File: src/nsw_pkg.sv
package nsw_pkg;
	// register offsets on the plain port
	localparam logic [3:0] NSW_A_CTRL = 4'h0;
	localparam logic [3:0] NSW_A_UNLOCK = 4'h1;
	localparam logic [3:0] NSW_A_DATA = 4'h2;
	localparam logic [3:0] NSW_A_LOC = 4'h3;
	localparam logic [3:0] NSW_A_TPL = 4'h4;
	localparam logic [3:0] NSW_A_TPH = 4'h5;
	localparam logic [3:0] NSW_A_TPU = 4'h6;
	localparam logic [3:0] NSW_A_TLAT = 4'h7;
	localparam logic [3:0] NSW_A_FLAGS = 4'h8;
	// control register bit positions
	localparam int NSW_B_RD = 0;
	localparam int NSW_B_WR = 1;
	localparam int NSW_B_WRITE_UNLOCK_ENABLE = 2;
	localparam int NSW_B_WRITE_ABORT_FLAG = 3;
	localparam int NSW_B_FREE = 4;
	localparam int NSW_B_CONFIG_SPACE_SELECT = 6;
	localparam int NSW_B_PGD = 7;
	// done flag position in the second flag register
	localparam int NSW_B_DONE = 4;
	// unlock keys
	localparam logic [7:0] NSW_KEY1 = 8'h55;
	localparam logic [7:0] NSW_KEY2 = 8'hAA;
	// table pointer upper byte implemented bits
	localparam logic [7:0] NSW_TPU_MASK = 8'h3F;
	// self-timed write duration
	localparam int NSW_CLK_MHZ = 100;
	localparam int NSW_WRITE_US = 2000;
	localparam int NSW_WRITE_CYC = NSW_WRITE_US * NSW_CLK_MHZ;
	// memory target of a cycle
	typedef enum logic [1:0] {NSW_SP_EE, NSW_SP_FLASH, NSW_SP_CFG} nsw_space_t;
	// request to the memory array model port
	typedef struct packed {
		logic rd;
		logic wr;
		logic erase;
		nsw_space_t space;
		logic [21:0] addr;
		logic [7:0] data;
	} nsw_mem_req_t;
endpackage

File: src/nsw_timer.sv
`timescale 1ns/10ps
// self-timed programming counter: load on start, pulse when it reaches zero
module nsw_timer
	import nsw_pkg::*;
#(
	parameter int CYCLES = NSW_WRITE_CYC
) (
	// clock and reset
	input wire logic i_clk,
	input wire logic i_reset,
	// control
	input wire logic i_start,
	// status
	output logic o_busy,
	output logic o_done
);
	typedef struct packed {
		logic [31:0] cnt;
		logic busy;
		logic done;
	} nsw_tmr_t;
	nsw_tmr_t st_r, st_nxt;

	// count down; done is a one-cycle pulse at expiry
	always_comb begin
		st_nxt = st_r;
		st_nxt.done = 1'b0;
		if (i_start && !st_r.busy) begin
			st_nxt.busy = 1'b1;
			st_nxt.cnt = 32'(CYCLES - 1);
		end else if (st_r.busy) begin
			if (st_r.cnt == 32'h0) begin
				st_nxt.busy = 1'b0;
				st_nxt.done = 1'b1;
			end else begin
				st_nxt.cnt = st_r.cnt - 32'h1;
			end
		end
	end

	always_ff @(posedge i_clk or posedge i_reset) begin
		if (i_reset) begin
			st_r <= '0;
		end else begin
			st_r <= st_nxt;
		end
	end

	assign o_busy = st_r.busy;
	assign o_done = st_r.done;
endmodule

File: src/nsw_ctrl.sv
`timescale 1ns/10ps
module nsw_ctrl
	import nsw_pkg::*;
#(
	parameter int WRITE_CYCLES = NSW_WRITE_CYC,
	parameter int LOC_W = 8
) (
	// clock and reset
	input wire logic i_clk,
	input wire logic i_reset,
	// register port
	input wire logic [3:0] i_addr,
	input wire logic [7:0] i_wdata,
	input wire logic i_wr,
	input wire logic i_rd,
	output logic [7:0] o_rdata,
	// memory array port
	output nsw_mem_req_t o_mem,
	input wire logic [7:0] i_mem_rdata,
	// status
	output logic o_busy,
	output logic o_done_flag
);
	typedef enum logic [1:0] {KS_IDLE, KS_KEY1, KS_ARMED} nsw_key_t;
	typedef struct packed {
		logic pgd;
		logic config_space_select;
		logic free;
		logic write_abort_flag;
		logic write_unlock_enable;
		logic wr;
		logic rd;
		logic [7:0] data;
		logic [LOC_W-1:0] loc;
		logic [21:0] tptr;
		logic [7:0] tlat;
		logic done;
		nsw_key_t key;
		logic [7:0] rdata;
		nsw_mem_req_t mem;
		logic rd_pend;
	} nsw_state_t;

	nsw_state_t st_r, st_nxt;
	logic tmr_busy;
	logic tmr_done;
	logic tmr_start;
	logic [7:0] ctrl_view;
	logic wr_ctrl;
	logic wr_key;
	nsw_space_t space;

	// self-timed programming, so software has no say in cycle length
	nsw_timer #(
		.CYCLES(WRITE_CYCLES)
	) u_timer (
		.i_clk(i_clk),
		.i_reset(i_reset),
		.i_start(tmr_start),
		.o_busy(tmr_busy),
		.o_done(tmr_done)
	);

	// target space decode
	always_comb begin
		if (st_r.config_space_select) begin
			space = NSW_SP_CFG;
		end else if (st_r.pgd) begin
			space = NSW_SP_FLASH;
		end else begin
			space = NSW_SP_EE;
		end
	end

	// control register as software sees it; bit 5 is unimplemented
	always_comb begin
		ctrl_view = 8'h00;
		ctrl_view[NSW_B_PGD] = st_r.pgd;
		ctrl_view[NSW_B_CONFIG_SPACE_SELECT] = st_r.config_space_select;
		ctrl_view[NSW_B_FREE] = st_r.free;
		ctrl_view[NSW_B_WRITE_ABORT_FLAG] = st_r.write_abort_flag;
		ctrl_view[NSW_B_WRITE_UNLOCK_ENABLE] = st_r.write_unlock_enable;
		ctrl_view[NSW_B_WR] = st_r.wr;
		ctrl_view[NSW_B_RD] = st_r.rd;
	end

	assign wr_ctrl = i_wr && (i_addr == NSW_A_CTRL);
	assign wr_key = i_wr && (i_addr == NSW_A_UNLOCK);
	// start the timer only on an accepted write start
	assign tmr_start = st_nxt.wr && !st_r.wr && !tmr_busy;

	// next state of the whole controller
	always_comb begin
		st_nxt = st_r;
		st_nxt.rd = 1'b0;
		st_nxt.mem.rd = 1'b0;
		st_nxt.mem.wr = 1'b0;
		st_nxt.mem.erase = 1'b0;
		st_nxt.rd_pend = 1'b0;
		// capture EEPROM byte the cycle after the read strobe
		if (st_r.rd_pend) begin
			st_nxt.data = i_mem_rdata;
		end
		// key sequence tracker; a write to any register but the control register breaks it
		if (wr_key) begin
			if (i_wdata == NSW_KEY1) begin
				st_nxt.key = KS_KEY1;
			end else if (i_wdata == NSW_KEY2 && st_r.key == KS_KEY1) begin
				st_nxt.key = KS_ARMED;
			end else begin
				st_nxt.key = KS_IDLE;
			end
		end else if (i_wr && !wr_ctrl) begin
			st_nxt.key = KS_IDLE;
		end
		// software writes, locked out while programming runs except the flag register
		if (i_wr && !st_r.wr) begin
			case (i_addr)
				NSW_A_CTRL: begin
					st_nxt.pgd = i_wdata[NSW_B_PGD];
					st_nxt.config_space_select = i_wdata[NSW_B_CONFIG_SPACE_SELECT];
					st_nxt.free = i_wdata[NSW_B_FREE];
					st_nxt.write_unlock_enable = i_wdata[NSW_B_WRITE_UNLOCK_ENABLE];
					// abort flag is hardware owned; it rises with write enable
					if (i_wdata[NSW_B_WRITE_UNLOCK_ENABLE] && !st_r.write_unlock_enable) begin
						st_nxt.write_abort_flag = 1'b1;
					end
					if (i_wdata[NSW_B_WR]) begin
						// previous enable, armed keys, else improper attempt
						if (st_r.write_unlock_enable && st_r.key == KS_ARMED) begin
							st_nxt.wr = 1'b1;
							st_nxt.write_abort_flag = 1'b1;
							st_nxt.mem.wr = !st_r.free;
							st_nxt.mem.erase = st_r.free || (space == NSW_SP_EE);
							st_nxt.mem.space = space;
							st_nxt.mem.data = st_r.data;
							st_nxt.mem.addr = (space == NSW_SP_EE) ?
								22'(st_r.loc) : st_r.tptr;
						end else begin
							st_nxt.write_abort_flag = 1'b1;
						end
					end
					// each start consumes the keys
					if (i_wdata[NSW_B_WR]) begin
						st_nxt.key = KS_IDLE;
					end
					if (i_wdata[NSW_B_RD] && !i_wdata[NSW_B_PGD] && !i_wdata[NSW_B_CONFIG_SPACE_SELECT]
						&& !st_r.pgd && !st_r.config_space_select) begin
						st_nxt.rd = 1'b1;
						st_nxt.rd_pend = 1'b1;
						st_nxt.mem.rd = 1'b1;
						st_nxt.mem.space = NSW_SP_EE;
						st_nxt.mem.addr = 22'(st_r.loc);
					end
				end
				NSW_A_DATA: st_nxt.data = i_wdata;
				NSW_A_LOC: st_nxt.loc = i_wdata[LOC_W-1:0];
				NSW_A_TPL: st_nxt.tptr[7:0] = i_wdata;
				NSW_A_TPH: st_nxt.tptr[15:8] = i_wdata;
				NSW_A_TPU: st_nxt.tptr[21:16] = i_wdata[5:0];
				NSW_A_TLAT: st_nxt.tlat = i_wdata;
				NSW_A_FLAGS: st_nxt.done = i_wdata[NSW_B_DONE];
				default: st_nxt.tlat = st_r.tlat;
			endcase
		end else if (i_wr && i_addr == NSW_A_FLAGS) begin
			st_nxt.done = i_wdata[NSW_B_DONE];
		end
		// completion: set wins over a same-cycle software clear
		if (tmr_done) begin
			st_nxt.wr = 1'b0;
			st_nxt.write_abort_flag = 1'b0;
			st_nxt.done = 1'b1;
			if (st_r.free) begin
				st_nxt.free = 1'b0;
			end
		end
		// read port: data one cycle after the strobe
		st_nxt.rdata = 8'h00;
		if (i_rd) begin
			case (i_addr)
				NSW_A_CTRL: st_nxt.rdata = ctrl_view;
				NSW_A_UNLOCK: st_nxt.rdata = 8'h00;
				NSW_A_DATA: st_nxt.rdata = st_r.data;
				NSW_A_LOC: st_nxt.rdata = 8'(st_r.loc);
				NSW_A_TPL: st_nxt.rdata = st_r.tptr[7:0];
				NSW_A_TPH: st_nxt.rdata = st_r.tptr[15:8];
				NSW_A_TPU: st_nxt.rdata = {2'b00, st_r.tptr[21:16]} & NSW_TPU_MASK;
				NSW_A_TLAT: st_nxt.rdata = st_r.tlat;
				NSW_A_FLAGS: st_nxt.rdata = {3'b000, st_r.done, 4'h0};
				default: st_nxt.rdata = 8'h00;
			endcase
		end
	end

	// write_abort_flag resets to 1 so a reset during programming leaves it set;
	// select bits are kept out of nothing but reset constants
	always_ff @(posedge i_clk or posedge i_reset) begin
		if (i_reset) begin
			st_r <= '0;
			st_r.write_unlock_enable <= 1'b0;
			st_r.write_abort_flag <= 1'b1;
			st_r.key <= KS_IDLE;
			st_r.mem.space <= NSW_SP_EE;
		end else begin
			st_r <= st_nxt;
		end
	end

	assign o_rdata = st_r.rdata;
	assign o_mem = st_r.mem;
	assign o_busy = st_r.wr;
	assign o_done_flag = st_r.done;
endmodule

File: config.mk
export PLATFORM = sky130hd
export DESIGN_NAME = nsw_ctrl
export DESIGN_NICKNAME = d
export VERILOG_FILES = /design/src/nsw_pkg.sv /design/src/nsw_timer.sv /design/src/nsw_ctrl.sv
export SDC_FILE = /design/constraint.sdc
export NUM_CORES = 1
export LEC_CHECK = 0
export BUFFER_PORTS_ARGS = -buffer_cell sky130_fd_sc_hd__buf_4
export CORE_AREA = 2 2 124 126
export DETAILED_ROUTE_END_ITERATION = 10
export DIE_AREA = 0 0 126 128
export HOLD_SLACK_MARGIN = 0.02
export REMOVE_ABC_BUFFERS = 1
export SETUP_SLACK_MARGIN = 0.05
export SLEW_MARGIN = 20
export SYNTH_ARGS = -nofsm -noshare
export SYNTH_HDL_FRONTEND = slang
export SYNTH_SLANG_ARGS = --single-unit
File: constraint.sdc
create_clock -name i_clk -period 6 [get_ports i_clk]
set_input_delay 0.3 -clock i_clk [delete_from_list [all_inputs] [get_ports i_clk]]
set_output_delay 0.3 -clock i_clk [all_outputs]
set_load 0.01 [all_outputs]
Word-level counts from Yosys, hierarchy flattened
Cells that the tools add are included.
{"block": "op_classes", "n_reduce_logical": 46, "add_sub_neg": 1, "eq_ne": 14, "n_mux": 43}
{"op": "$mux W34", "count": 3}
{"op": "$mux W36", "count": 2}
{"op": "$pmux W8 S8", "count": 1}
{"op": "$mux W8", "count": 7}
{"op": "$mux W51", "count": 1}
{"op": "$mux W33", "count": 1}
{"op": "$logic_not A32 Y1", "count": 1}
{"op": "$mux W32", "count": 1}
{"op": "$sub A32 B1 Y32 const B", "count": 1}
{"op": "$mux W24", "count": 1}
{"op": "$mux W22", "count": 1}
{"op": "$mux W2", "count": 10}
{"op": "$eq A4 B3 Y1 const B", "count": 4}
{"op": "$reduce_and A2 Y1", "count": 8}
{"op": "$logic_and A1 B1 Y1", "count": 15}
{"op": "$mux W1", "count": 13}
{"op": "$reduce_bool A2 Y1", "count": 5}
{"op": "$logic_not A1 Y1", "count": 9}
{"op": "$eq A4 B2 Y1 const B", "count": 2}
{"op": "$eq A8 B7 Y1 const B", "count": 1}
{"op": "$eq A8 B8 Y1 const B", "count": 1}
{"op": "$reduce_and A4 Y1", "count": 2}
{"op": "$mux W6", "count": 1}
{"op": "$reduce_bool A3 Y1", "count": 2}
{"op": "other kinds (11)", "count": 11}
{"block": "totals", "out_inout_bits": 45, "reg_bits": 134, "inputBits": 24}

Longest topological paths before layout
Gate-level depths: netlist (run 1).
{"block": "depth", "depth_word": 14, "mapped_depth": 8}

Modules after synthesis
From an unflattened synthesis (run 1), not the netlist that was laid out.
{"block": "hier_totals", "hier_cells": 592, "hier_area_um2": 6636.4}
{"module": "nsw_ctrl", "seq_area_each_um2": 2453.6, "area_each_um2": 4795.8, "cells_per_inst": 422, "n_inst": 1}
{"module": "nsw_timer", "seq_area_each_um2": 850.8, "area_each_um2": 1840.5, "cells_per_inst": 170, "n_inst": 1}

Worst setup path before layout (run 1)
No wires, ideal clock.
{"block": "synth_timing", "kind": "register -> register", "startpoint": "reg u_timer.st_r[26] in the netlist's numbering", "endpoint": "reg u_timer.st_r[17] in the netlist's numbering", "path_stages_with_launch": 8, "path_slack_ps": 3687, "t_required_ps": 5871, "arrival_time_ps": 2184, "setup_ps": 129, "cell_sequence": "dfrtp_1 > or4_1 > buf_2 > or4_4 > buf_6 > nor4_4 > nor3_1 > mux2i_1"}
{"block": "synth_via", "elab_chain_len": 3}
{"item": "start: declaration", "line_no": "nsw_timer.sv:22", "source": "nsw_tmr_t st_r, st_nxt;"}
{"item": "start signal: assignment", "line_no": "nsw_timer.sv:45", "source": "st_r <= st_nxt;"}
{"item": "$logic_not A32 Y1", "line_no": "nsw_timer.sv:32", "source": "if (st_r.cnt == 32'h0) begin"}
{"item": "$ne A2 B1 Y1 (no line)"}
{"item": "$reduce_and A2 Y1 (no line)"}
Every way passes these cells.
A chain may end at the register's enable or synchronous reset.

Worst setup path in the final report (run 1)
{"block": "layout_timing", "startpoint": "reg u_timer.st_r[21] in the netlist's numbering", "endpoint": "reg u_timer.st_r[31] in the netlist's numbering"}
{"block": "layout_via", "elab_chain_len": 4}
{"item": "$sub A32 B1 Y32", "line_no": "nsw_timer.sv:36", "source": "st_nxt.cnt = st_r.cnt - 32'h1;"}
{"item": "$mux W32", "line_no": "nsw_timer.sv:32"}
{"item": "$mux W34", "line_no": "nsw_timer.sv:31", "source": "end else if (st_r.busy) begin"}
{"item": "$mux W33", "line_no": "nsw_timer.sv:28", "source": "if (i_start && !st_r.busy) begin"}
Several ways; a longest one is shown, not always the timed one. The select of a mux whose other input is x is not followed.

==> results of run 1 <==
[worst min-delay path by stage]
stage                             endpoint  slack [ns]
after floorplan                   st_r[45]        0.38
after global placement    u_timer.st_r[21]        0.46
after detailed placement  u_timer.st_r[21]        0.47
after CTS                 u_timer.st_r[31]        0.08
after global routing      u_timer.st_r[31]        0.11
final                     u_timer.st_r[31]        0.06
[critical path, stage by stage, from the launching register on]
cell and delay [ns]:
sky130_fd_sc_hd__dfrtp_1 0.39, sky130_fd_sc_hd__or2_2 0.32, sky130_fd_sc_hd__nor4_1 0.74, sky130_fd_sc_hd__o2111ai_2 0.52, sky130_fd_sc_hd__or4_1 0.55, sky130_fd_sc_hd__a21oi_1 0.16
[cells by family after synthesis]
family / share of synthesized area [%]
simple gates: 16.0
buf+inv: 7.62
xor+xnor: 0.810
mux: 11.0
compound gates: 13.4
flops: 51.0
fa+ha+maj: 0.193
[power by group]
group | switching [uW] | total, uW | internal [uW]
logic | 117 | 227 | 110
clock network | 350 | 964 | 614
registers | 77.5 | 1060 | 978
total | 545 | 2250 | 1700
[synth_stat cells (3+ instances only)]
cell type,number
sky130_fd_sc_hd__dfrtp_1,131
sky130_fd_sc_hd__nand2_1,65
sky130_fd_sc_hd__buf_4,45
sky130_fd_sc_hd__a21oi_1,36
sky130_fd_sc_hd__mux2_2,36
sky130_fd_sc_hd__nor2_1,34
sky130_fd_sc_hd__mux2i_1,31
sky130_fd_sc_hd__o21ai_0,31
sky130_fd_sc_hd__clkbuf_1,20
sky130_fd_sc_hd__nor3_1,18
sky130_fd_sc_hd__a22o_1,15
sky130_fd_sc_hd__o31ai_1,12
sky130_fd_sc_hd__inv_1,10
sky130_fd_sc_hd__or3_1,10
sky130_fd_sc_hd__or4_1,9
sky130_fd_sc_hd__nand3_1,8
sky130_fd_sc_hd__a32oi_1,6
sky130_fd_sc_hd__and3_1,6
sky130_fd_sc_hd__nor4_1,6
sky130_fd_sc_hd__a211oi_1,5
sky130_fd_sc_hd__a22oi_1,5
sky130_fd_sc_hd__xor2_1,5
sky130_fd_sc_hd__a31oi_1,4
sky130_fd_sc_hd__nand4_1,4
sky130_fd_sc_hd__nand4b_1,4
sky130_fd_sc_hd__nor2b_1,4
sky130_fd_sc_hd__buf_1,3
sky130_fd_sc_hd__nand2b_1,3
sky130_fd_sc_hd__o211ai_1,3
sky130_fd_sc_hd__o32ai_1,3
sky130_fd_sc_hd__or2_2,3
[area by class of cell]
cell class,count,area [um^2]
flip-flops and latches,132,3300
fillers,1386,7500
inverters,10,40.0
multi-input cells,397,2700
clock inverters,5,50.0
clock buffers,24,502
repair buffers,71,533
well taps,188,235
[through the flow]
step,total power (uW),hold slack (ns),cell area (um^2),std cells,utilization (%)
finish,2250,0.0647,7360,827,49.5
global route,2340,0.114,7360,827,49.5
CTS,2270,0.0811,7360,827,49.5
detailed placement,1300,0.469,6810,798,45.8
global placement,1290,0.455,6810,798,45.8
floorplan,1190,0.382,6030,539,-
[sequential cells by signal, summed over array words and instances (netlist names)]
signal / cells
u_timer.o_done: 1
o_rdata: 8
st_r: 48
o_mem: 35
ctrl_view: 5
u_timer.st_r: 32
o_busy: 1
o_done_flag: 1
u_timer.o_busy: 1
[routing by layer]
layer  up-vias  GRT usage (%)
met5         -              0
met4         0           6.98
met3        24           5.13
met2       151           34.6
met1      2365           26.2
li1       2222              -
[cells in the final DEF, fill, tap and decap left out, types with 2 or more instances in the layout]
cell type                   count
sky130_fd_sc_hd__nand3b_1       2
sky130_fd_sc_hd__o211ai_1       3
sky130_fd_sc_hd__xor2_1         5
sky130_fd_sc_hd__nor4_4         2
sky130_fd_sc_hd__a22o_1        15
sky130_fd_sc_hd__inv_1          9
sky130_fd_sc_hd__a211oi_1       5
sky130_fd_sc_hd__nor2_1        33
sky130_fd_sc_hd__o21ai_0       31
sky130_fd_sc_hd__a22oi_1        5
sky130_fd_sc_hd__clkinv_2       4
sky130_fd_sc_hd__or3_1         10
sky130_fd_sc_hd__mux2i_1       31
sky130_fd_sc_hd__nor4bb_1       2
sky130_fd_sc_hd__mux2_2        36
sky130_fd_sc_hd__nand2b_1       3
sky130_fd_sc_hd__a31oi_1        3
sky130_fd_sc_hd__or4_1          9
sky130_fd_sc_hd__clkbuf_8       5
sky130_fd_sc_hd__buf_4         71
sky130_fd_sc_hd__or2_2          3
sky130_fd_sc_hd__or4_4          2
sky130_fd_sc_hd__a32oi_1        6
sky130_fd_sc_hd__nor3_1        18
sky130_fd_sc_hd__o32ai_1        3
sky130_fd_sc_hd__dfrtp_1      131
sky130_fd_sc_hd__nand2_1       65
sky130_fd_sc_hd__nor4_1         6
sky130_fd_sc_hd__clkbuf_16     17
sky130_fd_sc_hd__nand4_1        4
sky130_fd_sc_hd__a21oi_1       36
sky130_fd_sc_hd__and3_1         6
sky130_fd_sc_hd__nand4b_1       4
sky130_fd_sc_hd__and2_1         3
sky130_fd_sc_hd__o31ai_1       12
sky130_fd_sc_hd__nand3_1        8
sky130_fd_sc_hd__clkbuf_1       2
sky130_fd_sc_hd__nor2b_1        4
==> impl_metrics.env, run 1 <==
export IMPL_max_vdd_ir_drop_mv=0.185
export IMPL_master_cell_of_the_clock_root_buffer="sky130_fd_sc_hd__clkbuf_16"
export IMPL_finClkSkew_ns=0.00729
export IMPL_timing_max_slew_rel_slack_pct=35.5
export IMPL_timing_critical_path_to="u_timer.st_r[31]"
export IMPL_yosys_warning_count=0
export IMPL_run_status="complete, no violations"
export IMPL_final_net_count=654
export IMPL_cts_tree="built"
export IMPL_powerDensity_nw_per_um2=305
export IMPL_synth_edf_count=0
export IMPL_path_class="register to register"
export IMPL_min_period_ns=2.77
export IMPL_detail_route_antenna_nets=0
export IMPL_worst_r2r_cell_count=5
export IMPL_final_hold_viol_count=0
export IMPL_dr_first_iter_drc_count=384
export IMPL_detailroute_wirelength_met3_um=852
export IMPL_amount_of_wire_on_met2_after_detailed_routing_um=7910
export IMPL_timing_final_setup_violations=0
export IMPL_critical_path_endpoint_type="register"
export IMPL_drt_vias_per_instance=5.76
export IMPL_standard_cell_core_area_um2=14900
export IMPL_worst_slew_pin_slew_ns=0.959
export IMPL_ctsResizeCount=0
export IMPL_grt_setup_unrepaired="no"
export IMPL_die_height_um=128
export IMPL_start_kind="register"
export IMPL_post_cts_setup_buffer_count=0
export IMPL_first_global_vias=4788
export IMPL_io_pins=69
export IMPL_met1Wirelength_um=6830
export IMPL_die_area_um2=16100
export IMPL_post_synth_main_area_contributors="sky130_fd_sc_hd__dfrtp_1 (51%), sky130_fd_sc_hd__mux2_2 (6.3%), sky130_fd_sc_hd__buf_4 (5.2%)"
export IMPL_syn_cell_area_um2=6480
export IMPL_grt_ovfl_total=0
export IMPL_netlist_area_leader_share_pct=50.5
export IMPL_grt_usage_pct=20.6
export IMPL_worstSkewPairLatency_ns=0.41
export IMPL_route_top_layer_used="met4"
export IMPL_antennaDiodeCount=0
export IMPL_netlist_instances=611
export IMPL_number_of_distinct_library_cells_after_synthesis=60
export IMPL_cts_max_path_buffers=2
export IMPL_cts_sinks=132
export IMPL_synth_ff_type="sky130_fd_sc_hd__dfrtp_1"
export IMPL_die_width_um=126
export IMPL_power_leakage_uw=0.00315
export IMPL_crit_reg2reg_capture="u_timer.st_r[31]"
export IMPL_final_max_slew_violation_count=0
export IMPL_place_ws_ns=3.03
export IMPL_postSynth_asyncResetShare_pct=100
export IMPL_fmax_mhz=362
export IMPL_fin_crit_sh_pct=46.1
export IMPL_routed_wire_length_per_instance_um=19.3
export IMPL_synth_largest_area_cell="sky130_fd_sc_hd__dfrtp_1"
export IMPL_dp_final_hpwl_um=11100
export IMPL_number_of_buffers_inserted_during_clock_tree_synthesis=17
export IMPL_post_route_cells_drive_above_1_share_pct=23.9
export IMPL_critPathMaxFanout=11
export IMPL_worstHoldPathType="input port to async pin"
export IMPL_gp_congestion=0.914
export IMPL_synth_avg_cell_area_um2=10.6
export IMPL_maxCapViolations=0
export IMPL_synth_yosys_seq_area_share_pct=51.0
export IMPL_largest_net_degree_at_the_start_of_global_routing=71
export IMPL_grt_antenna_before_repair=0
export IMPL_worstSetupStartpoint="u_timer.st_r[21]"
export IMPL_detail_route_first_pass_iterations=5
export IMPL_final_setup_worst_slack_ns=3.23
export IMPL_detailroute_via_count=4762
export IMPL_grt_first_pass_wirelength_um=25700
export IMPL_endpoint_required_time_on_the_critical_path_ns=6.32
export IMPL_seq_cells_post_synth=132
export IMPL_number_of_buffers_inserted_by_hold_repair_at_cts=0
export IMPL_h_tree_depth=4
export IMPL_drc_violation_count_after_routing=0
export IMPL_routed_wl_um=16000
export IMPL_timing_setup_tns_ns=0
export IMPL_area_growth_syn_to_layout_pct=13.5
export IMPL_regToRegSetupSlack_ns=3.23
export IMPL_worst_endpoint_arrival_ns=3.09
export IMPL_rr_startpoint="u_timer.st_r[21]"
export IMPL_floorplan_initialDensity_pct=43.6
export IMPL_num_rows=45
export IMPL_cts_reportedPaths_clkPinSlew_ns=0.06
export IMPL_i_o_buffers=68
No activity file was read; power rests on OpenSTA's default activity.
==> run 2: changes to the inputs <==
==> constraint.sdc (replaced) <==
create_clock -name i_clk -period 2.6 [get_ports i_clk]
set_input_delay 0.13 -clock i_clk [delete_from_list [all_inputs] [get_ports i_clk]]
set_output_delay 0.13 -clock i_clk [all_outputs]
set_load 0.01 [all_outputs]
==> run 2 against run 1 <==
Total power rose by 140%. Cell count rose by 3.1%. Non-clock buffer count rose by 23. Flip-flop and latch count did not move. Combinational power rose by 140%. Global-route usage rose by 0.099 points. Worst hold slack got worse by 0.028 ns. Clock skew rose by 0.0039 ns. Sequential share of layout area fell by 1.7 points. Cell area rose by 3.9%. Clock power rose to 2.6 times the previous value. Critical path depth rose by 1.
==> impl_metrics.env, run 2 (synthesis results as in run 1) <==
export IMPL_worst_slew_pin_slew_ns=0.750
export IMPL_critical_path_endpoint_type="register"
export IMPL_min_period_ns=2.42
export IMPL_standard_cell_core_area_um2=14900
export IMPL_holdPathStages=3
export IMPL_timing_final_setup_violations=0
export IMPL_routed_wl_um=16000
export IMPL_layout_common_cells="sky130_fd_sc_hd__dfrtp_1 (131), sky130_fd_sc_hd__buf_4 (88), sky130_fd_sc_hd__nand2_1 (65)"
export IMPL_start_kind="register"
export IMPL_cts_max_path_buffers=2
export IMPL_area_growth_syn_to_layout_pct=17.9
export IMPL_critPathMaxFanout=7
export IMPL_cts_sinks=132
export IMPL_gp_congestion=0.881
export IMPL_grt_ovfl_total=0
export IMPL_routed_wire_length_per_instance_um=18.8
export IMPL_grt_setup_unrepaired="no"
export IMPL_hold_path_end="st_r[91]"
export IMPL_endpoint_required_time_on_the_critical_path_ns=2.94
export IMPL_run_status="complete, no violations"
export IMPL_rr_startpoint="u_timer.st_r[25]"
export IMPL_dp_final_hpwl_um=11200
export IMPL_final_core_util_pct=51.4
export IMPL_number_of_buffers_inserted_during_clock_tree_synthesis=17
export IMPL_drt_vias_per_instance=5.66
export IMPL_worst_r2r_cell_count=6
export IMPL_dr_first_iter_drc_count=394
export IMPL_max_vdd_ir_drop_mv=0.429
export IMPL_die_area_um2=16100
export IMPL_detail_route_first_pass_iterations=5
export IMPL_postPlaceCellArea_um2=6970
export IMPL_first_global_vias=4965
export IMPL_maxCapViolations=0
export IMPL_floorplan_initialDensity_pct=43.6
export IMPL_worstHoldPathType="input port to register"
export IMPL_final_std_cell_area_no_fill_um2=7640
export IMPL_timing_max_slew_rel_slack_pct=49.8
export IMPL_final_net_count=677
export IMPL_die_width_um=126
export IMPL_registers_top_by_ff_count="st_r"
export IMPL_cts_tree="built"
export IMPL_master_cell_of_the_clock_root_buffer="sky130_fd_sc_hd__clkbuf_16"
export IMPL_die_height_um=128
export IMPL_final_max_slew_violation_count=0
export IMPL_antennaDiodeCount=0
export IMPL_mostFrequentLayoutCell="sky130_fd_sc_hd__dfrtp_1"
export IMPL_num_rows=45
export IMPL_hold_path_startpoint="i_mem_rdata[6]"
export IMPL_grt_first_pass_wirelength_um=26200
export IMPL_path_class="register to register"
export IMPL_finClkSkew_ns=0.0112
export IMPL_largest_net_degree_at_the_start_of_global_routing=53
export IMPL_largest_register_ff_count=48
export IMPL_detailroute_via_count=4824
export IMPL_i_o_buffers=68
export IMPL_io_pins=69
export IMPL_regToRegSetupSlack_ns=0.18
export IMPL_detail_route_antenna_nets=0
export IMPL_grt_antenna_before_repair=0
export IMPL_place_ws_ns=0.135
export IMPL_fin_crit_sh_pct=93.1
export IMPL_final_setup_worst_slack_ns=0.179
export IMPL_grt_usage_pct=20.7
export IMPL_powerDensity_nw_per_um2=715
export IMPL_power_total_uw=5460
export IMPL_crit_reg2reg_capture="u_timer.st_r[9]"
export IMPL_cts_reportedPaths_clkPinSlew_ns=0.06
export IMPL_worstSkewPairLatency_ns=0.42
export IMPL_worst_endpoint_arrival_ns=2.76
export IMPL_h_tree_depth=4
export IMPL_drc_violation_count_after_routing=0
export IMPL_fmax_mhz=413
export IMPL_finalHoldWorstSlack_ns=0.0371
export IMPL_final_hold_viol_count=0
export IMPL_power_leakage_uw=0.00330
export IMPL_post_route_cells_drive_above_1_share_pct=26.5
[run 2: cell count changes in the layout (fill, tap and decap cells not counted), moves of 2 or more]
cell	delta
sky130_fd_sc_hd__buf_12	+2
sky130_fd_sc_hd__clkinv_4	+3
sky130_fd_sc_hd__clkinvlp_4	+3
sky130_fd_sc_hd__clkbuf_8	-2
sky130_fd_sc_hd__buf_4	+17
sky130_fd_sc_hd__clkbuf_1	-2
sky130_fd_sc_hd__dlygate4sd3_1	+4
sky130_fd_sc_hd__bufinv_16	+2
[run 2: cell type report]
class | instances | area [um^2]
Fill cell | 1350 | 7220
Sequential cell | 132 | 3300
Multi-Input combinational cell | 397 | 2700
Timing Repair Buffer | 94 | 741
Clock buffer | 20 | 467
Tap cell | 188 | 235
Clock inverter | 12 | 154
Inverter | 10 | 40.0
[run 2: critical path: stages, from the launching register on]
cell                      delay, ns
sky130_fd_sc_hd__dfrtp_1       0.39
sky130_fd_sc_hd__or4_1         0.62
sky130_fd_sc_hd__or4_4         0.64
sky130_fd_sc_hd__nor4_4        0.27
sky130_fd_sc_hd__buf_4         0.18
sky130_fd_sc_hd__o21ai_0       0.09
sky130_fd_sc_hd__a21oi_1       0.15
[run 2: routing by layer]
layer | part of all wire, % | up-vias | track usage (%)
met1 | 43 | 2411 | 26.5
met3 | 5.5 | 16 | 5.22
met5 | 0 | - | 0
met2 | 51 | 132 | 35.2
met4 | 1.3 | 0 | 5.43
li1 | - | 2265 | -
[run 2: worst max-delay path by stage]
| stage | slack (ns) | startpoint | to | cells past startpoint |
|---|---|---|---|---|
| after floorplan | -1.05 | i_reset | ctrl_view[2] | 1 |
| after global placement | 0.17 | u_timer.st_r[26] | u_timer.st_r[27] | 5 |
| after detailed placement | 0.13 | u_timer.st_r[25] | u_timer.st_r[27] | 5 |
| after CTS | 0.13 | u_timer.st_r[25] | u_timer.st_r[29] | 5 |
| after global routing | 0.04 | u_timer.st_r[25] | u_timer.st_r[9] | 6 |
| final | 0.18 | u_timer.st_r[25] | u_timer.st_r[9] | 6 |
[run 2: through the flow]
step	setup TNS, ns	cells
6_report	0	853
5_1_grt	0	853
4_1_cts	0	852
3_5_place_dp	0	816
3_3_place_gp	0	816
2_1_floorplan	-138.23	539
[run 2: timing repair]
action	in CTS	in global routing
setup buffers	0	1
hold endpoints to repair	53	0
setup endpoints to repair	0	10
gates resized for setup	0	1
hold buffers	4	0
[run 2: where the power goes]
part           internal (uW)  switching (uW)
registers               2250             167
clock network           1580             914
logic                    265             280
total                   4100            1360
==> run 3: changes to the inputs <==
--- a/config.mk
+++ b/config.mk
@@ -6,13 +6,16 @@
 export NUM_CORES = 1
 export LEC_CHECK = 0
 export BUFFER_PORTS_ARGS = -buffer_cell sky130_fd_sc_hd__buf_4
-export CORE_AREA = 2 2 124 126
+export CAP_MARGIN = 20
+export CORE_AREA = 2 2 125 127
 export DETAILED_ROUTE_END_ITERATION = 10
-export DIE_AREA = 0 0 126 128
+export DIE_AREA = 0 0 127 129
 export HOLD_SLACK_MARGIN = 0.02
+export PLACE_DENSITY_LB_ADDON = 0.12
 export REMOVE_ABC_BUFFERS = 1
 export SETUP_SLACK_MARGIN = 0.05
 export SLEW_MARGIN = 20
 export SYNTH_ARGS = -nofsm -noshare
 export SYNTH_HDL_FRONTEND = slang
+export SYNTH_HIERARCHICAL = 1
 export SYNTH_SLANG_ARGS = --single-unit
==> run 3 against run 2 <==
Combinational power decreased by 62%. Utilization increased by 0.21 points. Critical path depth unchanged. Sequential power decreased by 14%. Non-clock buffer count decreased by 2. Clock power decreased by 6%. Global-route usage increased by 0.30 points. First-iteration DRC count increased by 8.6%. Critical endpoint is now u_timer/st_r[21]. Area after synthesis increased by 2.3%.
==> impl_metrics.env, run 3 <==
export IMPL_num_rows=45
export IMPL_number_of_distinct_library_cells_after_synthesis=67
export IMPL_power_total_uw=4650
export IMPL_routed_wl_um=16400
export IMPL_complex_gate_fraction_of_the_synthesized_area_pct=12.0
export IMPL_detailroute_via_count=4769
export IMPL_post_synth_xor_area_fraction_pct=0.792
export IMPL_die_height_um=129
export IMPL_postPlaceCellArea_um2=7020
export IMPL_final_std_cell_area_no_fill_um2=7730
export IMPL_netlist_instances=592
export IMPL_endpoint_required_time_on_the_critical_path_ns=2.87
export IMPL_grt_ovfl_total=0
export IMPL_maxCapViolations=0
export IMPL_routed_wire_length_per_instance_um=19.7
export IMPL_largest_net_degree_at_the_start_of_global_routing=54
export IMPL_master_cell_of_the_clock_root_buffer="sky130_fd_sc_hd__clkbuf_16"
export IMPL_cpMaxStageDelayCell="sky130_fd_sc_hd__nor4_4"
export IMPL_gp_congestion=0.816
export IMPL_timing_setup_tns_ns=0
export IMPL_crit_reg2reg_capture="u_timer/st_r[21]"
export IMPL_worst_r2r_cell_count=6
export IMPL_critical_path_endpoint_type="register"
export IMPL_place_ws_ns=0.221
export IMPL_io_pins=69
export IMPL_grt_antenna_before_repair=0
export IMPL_syn_cell_area_um2=6640
export IMPL_antennaDiodeCount=0
export IMPL_synth_mux_area_share_pct=14.3
export IMPL_post_synth_top_count_cell="sky130_fd_sc_hd__dfrtp_1"
export IMPL_final_hold_viol_count=0
export IMPL_yosys_warning_count=6
export IMPL_grt_first_pass_wirelength_um=26200
export IMPL_dr_first_iter_drc_count=428
export IMPL_min_period_ns=2.30
export IMPL_path_class="register to register"
export IMPL_registers_top_by_ff_count="st_r"
export IMPL_dp_final_hpwl_um=11200
export IMPL_finalHoldWorstSlack_ns=0.0297
export IMPL_power_leakage_uw=0.00348
export IMPL_run_status="complete, no violations"
export IMPL_regToRegSetupSlack_ns=0.30
export IMPL_number_of_buffers_inserted_during_clock_tree_synthesis=17
export IMPL_first_global_vias=4688
export IMPL_critical_path_cell_list="nor4_4, and4_2, o31ai_4, buf_4, o311ai_0, o41ai_1"
export IMPL_worst_slew_pin_slew_ns=0.866
export IMPL_postSynth_asyncResetShare_pct=100
export IMPL_grt_setup_unrepaired="no"
export IMPL_i_o_buffers=68
export IMPL_synth_edf_count=0
export IMPL_final_setup_worst_slack_ns=0.304
export IMPL_floorplan_initialDensity_pct=44.3
export IMPL_yosys_top_cells_count="sky130_fd_sc_hd__dfrtp_1 (131), sky130_fd_sc_hd__mux2_2 (61), sky130_fd_sc_hd__nand2_1 (52)"
export IMPL_standard_cell_core_area_um2=15000
export IMPL_mostFrequentLayoutCell="sky130_fd_sc_hd__dfrtp_1"
export IMPL_worstHoldPathType="input port to register"
export IMPL_detail_route_antenna_nets=0
export IMPL_worst_endpoint_arrival_ns=2.57
export IMPL_max_vdd_ir_drop_mv=0.384
export IMPL_finClkSkew_ns=0.00598
export IMPL_fin_crit_sh_pct=88.3
export IMPL_timing_final_setup_violations=0
export IMPL_synth_avg_cell_area_um2=11.2
export IMPL_cts_tree="built"
export IMPL_powerDensity_nw_per_um2=601
export IMPL_synth_yosys_seq_area_share_pct=49.8
export IMPL_cts_max_path_buffers=2
export IMPL_synth_ff_type="sky130_fd_sc_hd__dfrtp_1"
export IMPL_area_growth_syn_to_layout_pct=16.6
export IMPL_die_width_um=127
export IMPL_layout_common_cells="sky130_fd_sc_hd__dfrtp_1 (131), sky130_fd_sc_hd__buf_4 (81), sky130_fd_sc_hd__mux2_2 (61)"
export IMPL_largest_family_of_logic_cells_by_synthesized_area="simple AND/OR/NAND/NOR gates"
export IMPL_worstSkewPairLatency_ns=0.42
export IMPL_drt_vias_per_instance=5.74
export IMPL_largest_register_ff_count=48
export IMPL_h_tree_depth=4
export IMPL_netlist_area_leader_share_pct=49.4
export IMPL_final_max_slew_violation_count=0
export IMPL_die_area_um2=16400
export IMPL_rr_startpoint="u_timer/st_r[6]"
export IMPL_start_kind="register"
export IMPL_detail_route_first_pass_iterations=4
export IMPL_synth_fa_ha_area_share_pct=0.189
export IMPL_post_synth_main_area_contributors="sky130_fd_sc_hd__dfrtp_1 (49%), sky130_fd_sc_hd__mux2_2 (10%), sky130_fd_sc_hd__buf_4 (5.0%)"
export IMPL_post_route_cells_drive_above_1_share_pct=30.8
export IMPL_worstSetupStartpoint="u_timer/st_r[6]"
export IMPL_seq_cells_post_synth=132
export IMPL_grt_usage_pct=21.0
export IMPL_critPathMaxFanout=6
export IMPL_timing_max_slew_rel_slack_pct=41.5
export IMPL_cts_sinks=132
export IMPL_yosys_area_share_simple_pct=15.4
export IMPL_final_net_count=655
export IMPL_synth_largest_area_cell="sky130_fd_sc_hd__dfrtp_1"
export IMPL_worst_path_largest_cell_delay_ns=0.51
export IMPL_fmax_mhz=436
export IMPL_drc_violation_count_after_routing=0
export IMPL_cts_reportedPaths_clkPinSlew_ns=0.05
export IMPL_timing_critical_path_to="u_timer/st_r[21]"
## run 3: cell count changes after synthesis, sizes merged, moves of 7 or more
cell and delta:
a21oi -7, a22o +8, buf +10, clkbuf -9, mux2 +25, nand2 -12, o21ai -17
## run 3: layer usage
metal  up-vias  wire, um  GRT usage, %
met5         -         0             0
li1       2200         -             -
met2       122      7180          31.2
met3        22       764          4.49
met1      2425      8140          30.7
met4         0       273          7.11
## run 3: layout make-up
cell class / instances / area, um^2
multi-input cells: 380 / 2840
repair buffers: 92 / 738
inverters: 7 / 28.8
clock buffers: 20 / 457
flip-flops and latches: 132 / 3300
well taps: 188 / 235
clock inverters: 12 / 130
fillers: 1357 / 7240
## run 3: kinds of logic (layout without fill, tap and decap cells)
logic type / after synthesis / count (layout)
and+or+nand+nor: 178 / 178
muxes: 87 / 87
AOI/OAI and AO/OA: 108 / 108
xor gates and xnor gates: 6 / 6
DFF: 132 / 132
adders and majority gates: 1 / 1
buffers and inverters: 80 / 131
## run 3: metrics by stage
stage                     util (%)  instances
final                         51.6        831
after global routing          51.6        831
after CTS                     51.4        827
after detailed placement      46.9        786
after global placement        46.9        786
after floorplan                  -        519
## run 3: critical path, delay by kind of cell, from the launching register on
kind            cells  cell delay, ns
buf+inv             1            0.17
compound gates      3            0.65
flops               1            0.44
simple gates        2            0.90
## run 3: worst min path at each step
stage	depth (start not counted)	start	to
6_report	3	i_mem_rdata[6]	st_r[91]
5_1_grt	3	i_mem_rdata[6]	st_r[91]
4_1_cts	3	i_mem_rdata[6]	st_r[91]
3_5_place_dp	3	i_reset	u_timer/st_r[27]
3_3_place_gp	3	i_reset	u_timer/st_r[26]
2_1_floorplan	1	i_addr[3]	o_rdata[2]
## run 3: power breakdown
part | total [uW] | internal, uW | switching [uW] | leakage, uW
Clock | 2350 | 1460 | 896 | 0.000274
Combinational | 206 | 74.3 | 132 | 0.00151
Sequential | 2080 | 2070 | 14.3 | 0.00169
Total | 4650 | 3600 | 1040 | 0.00348
## run 3: what timing repair did
item | 4_1_cts | 5_1_grt
endpoints found under the hold margin | 93 | 0
setup buffers | 0 | 4
gates resized for setup | 0 | 1
endpoints found under the setup margin | 0 | 3
hold buffers | 9 | 0
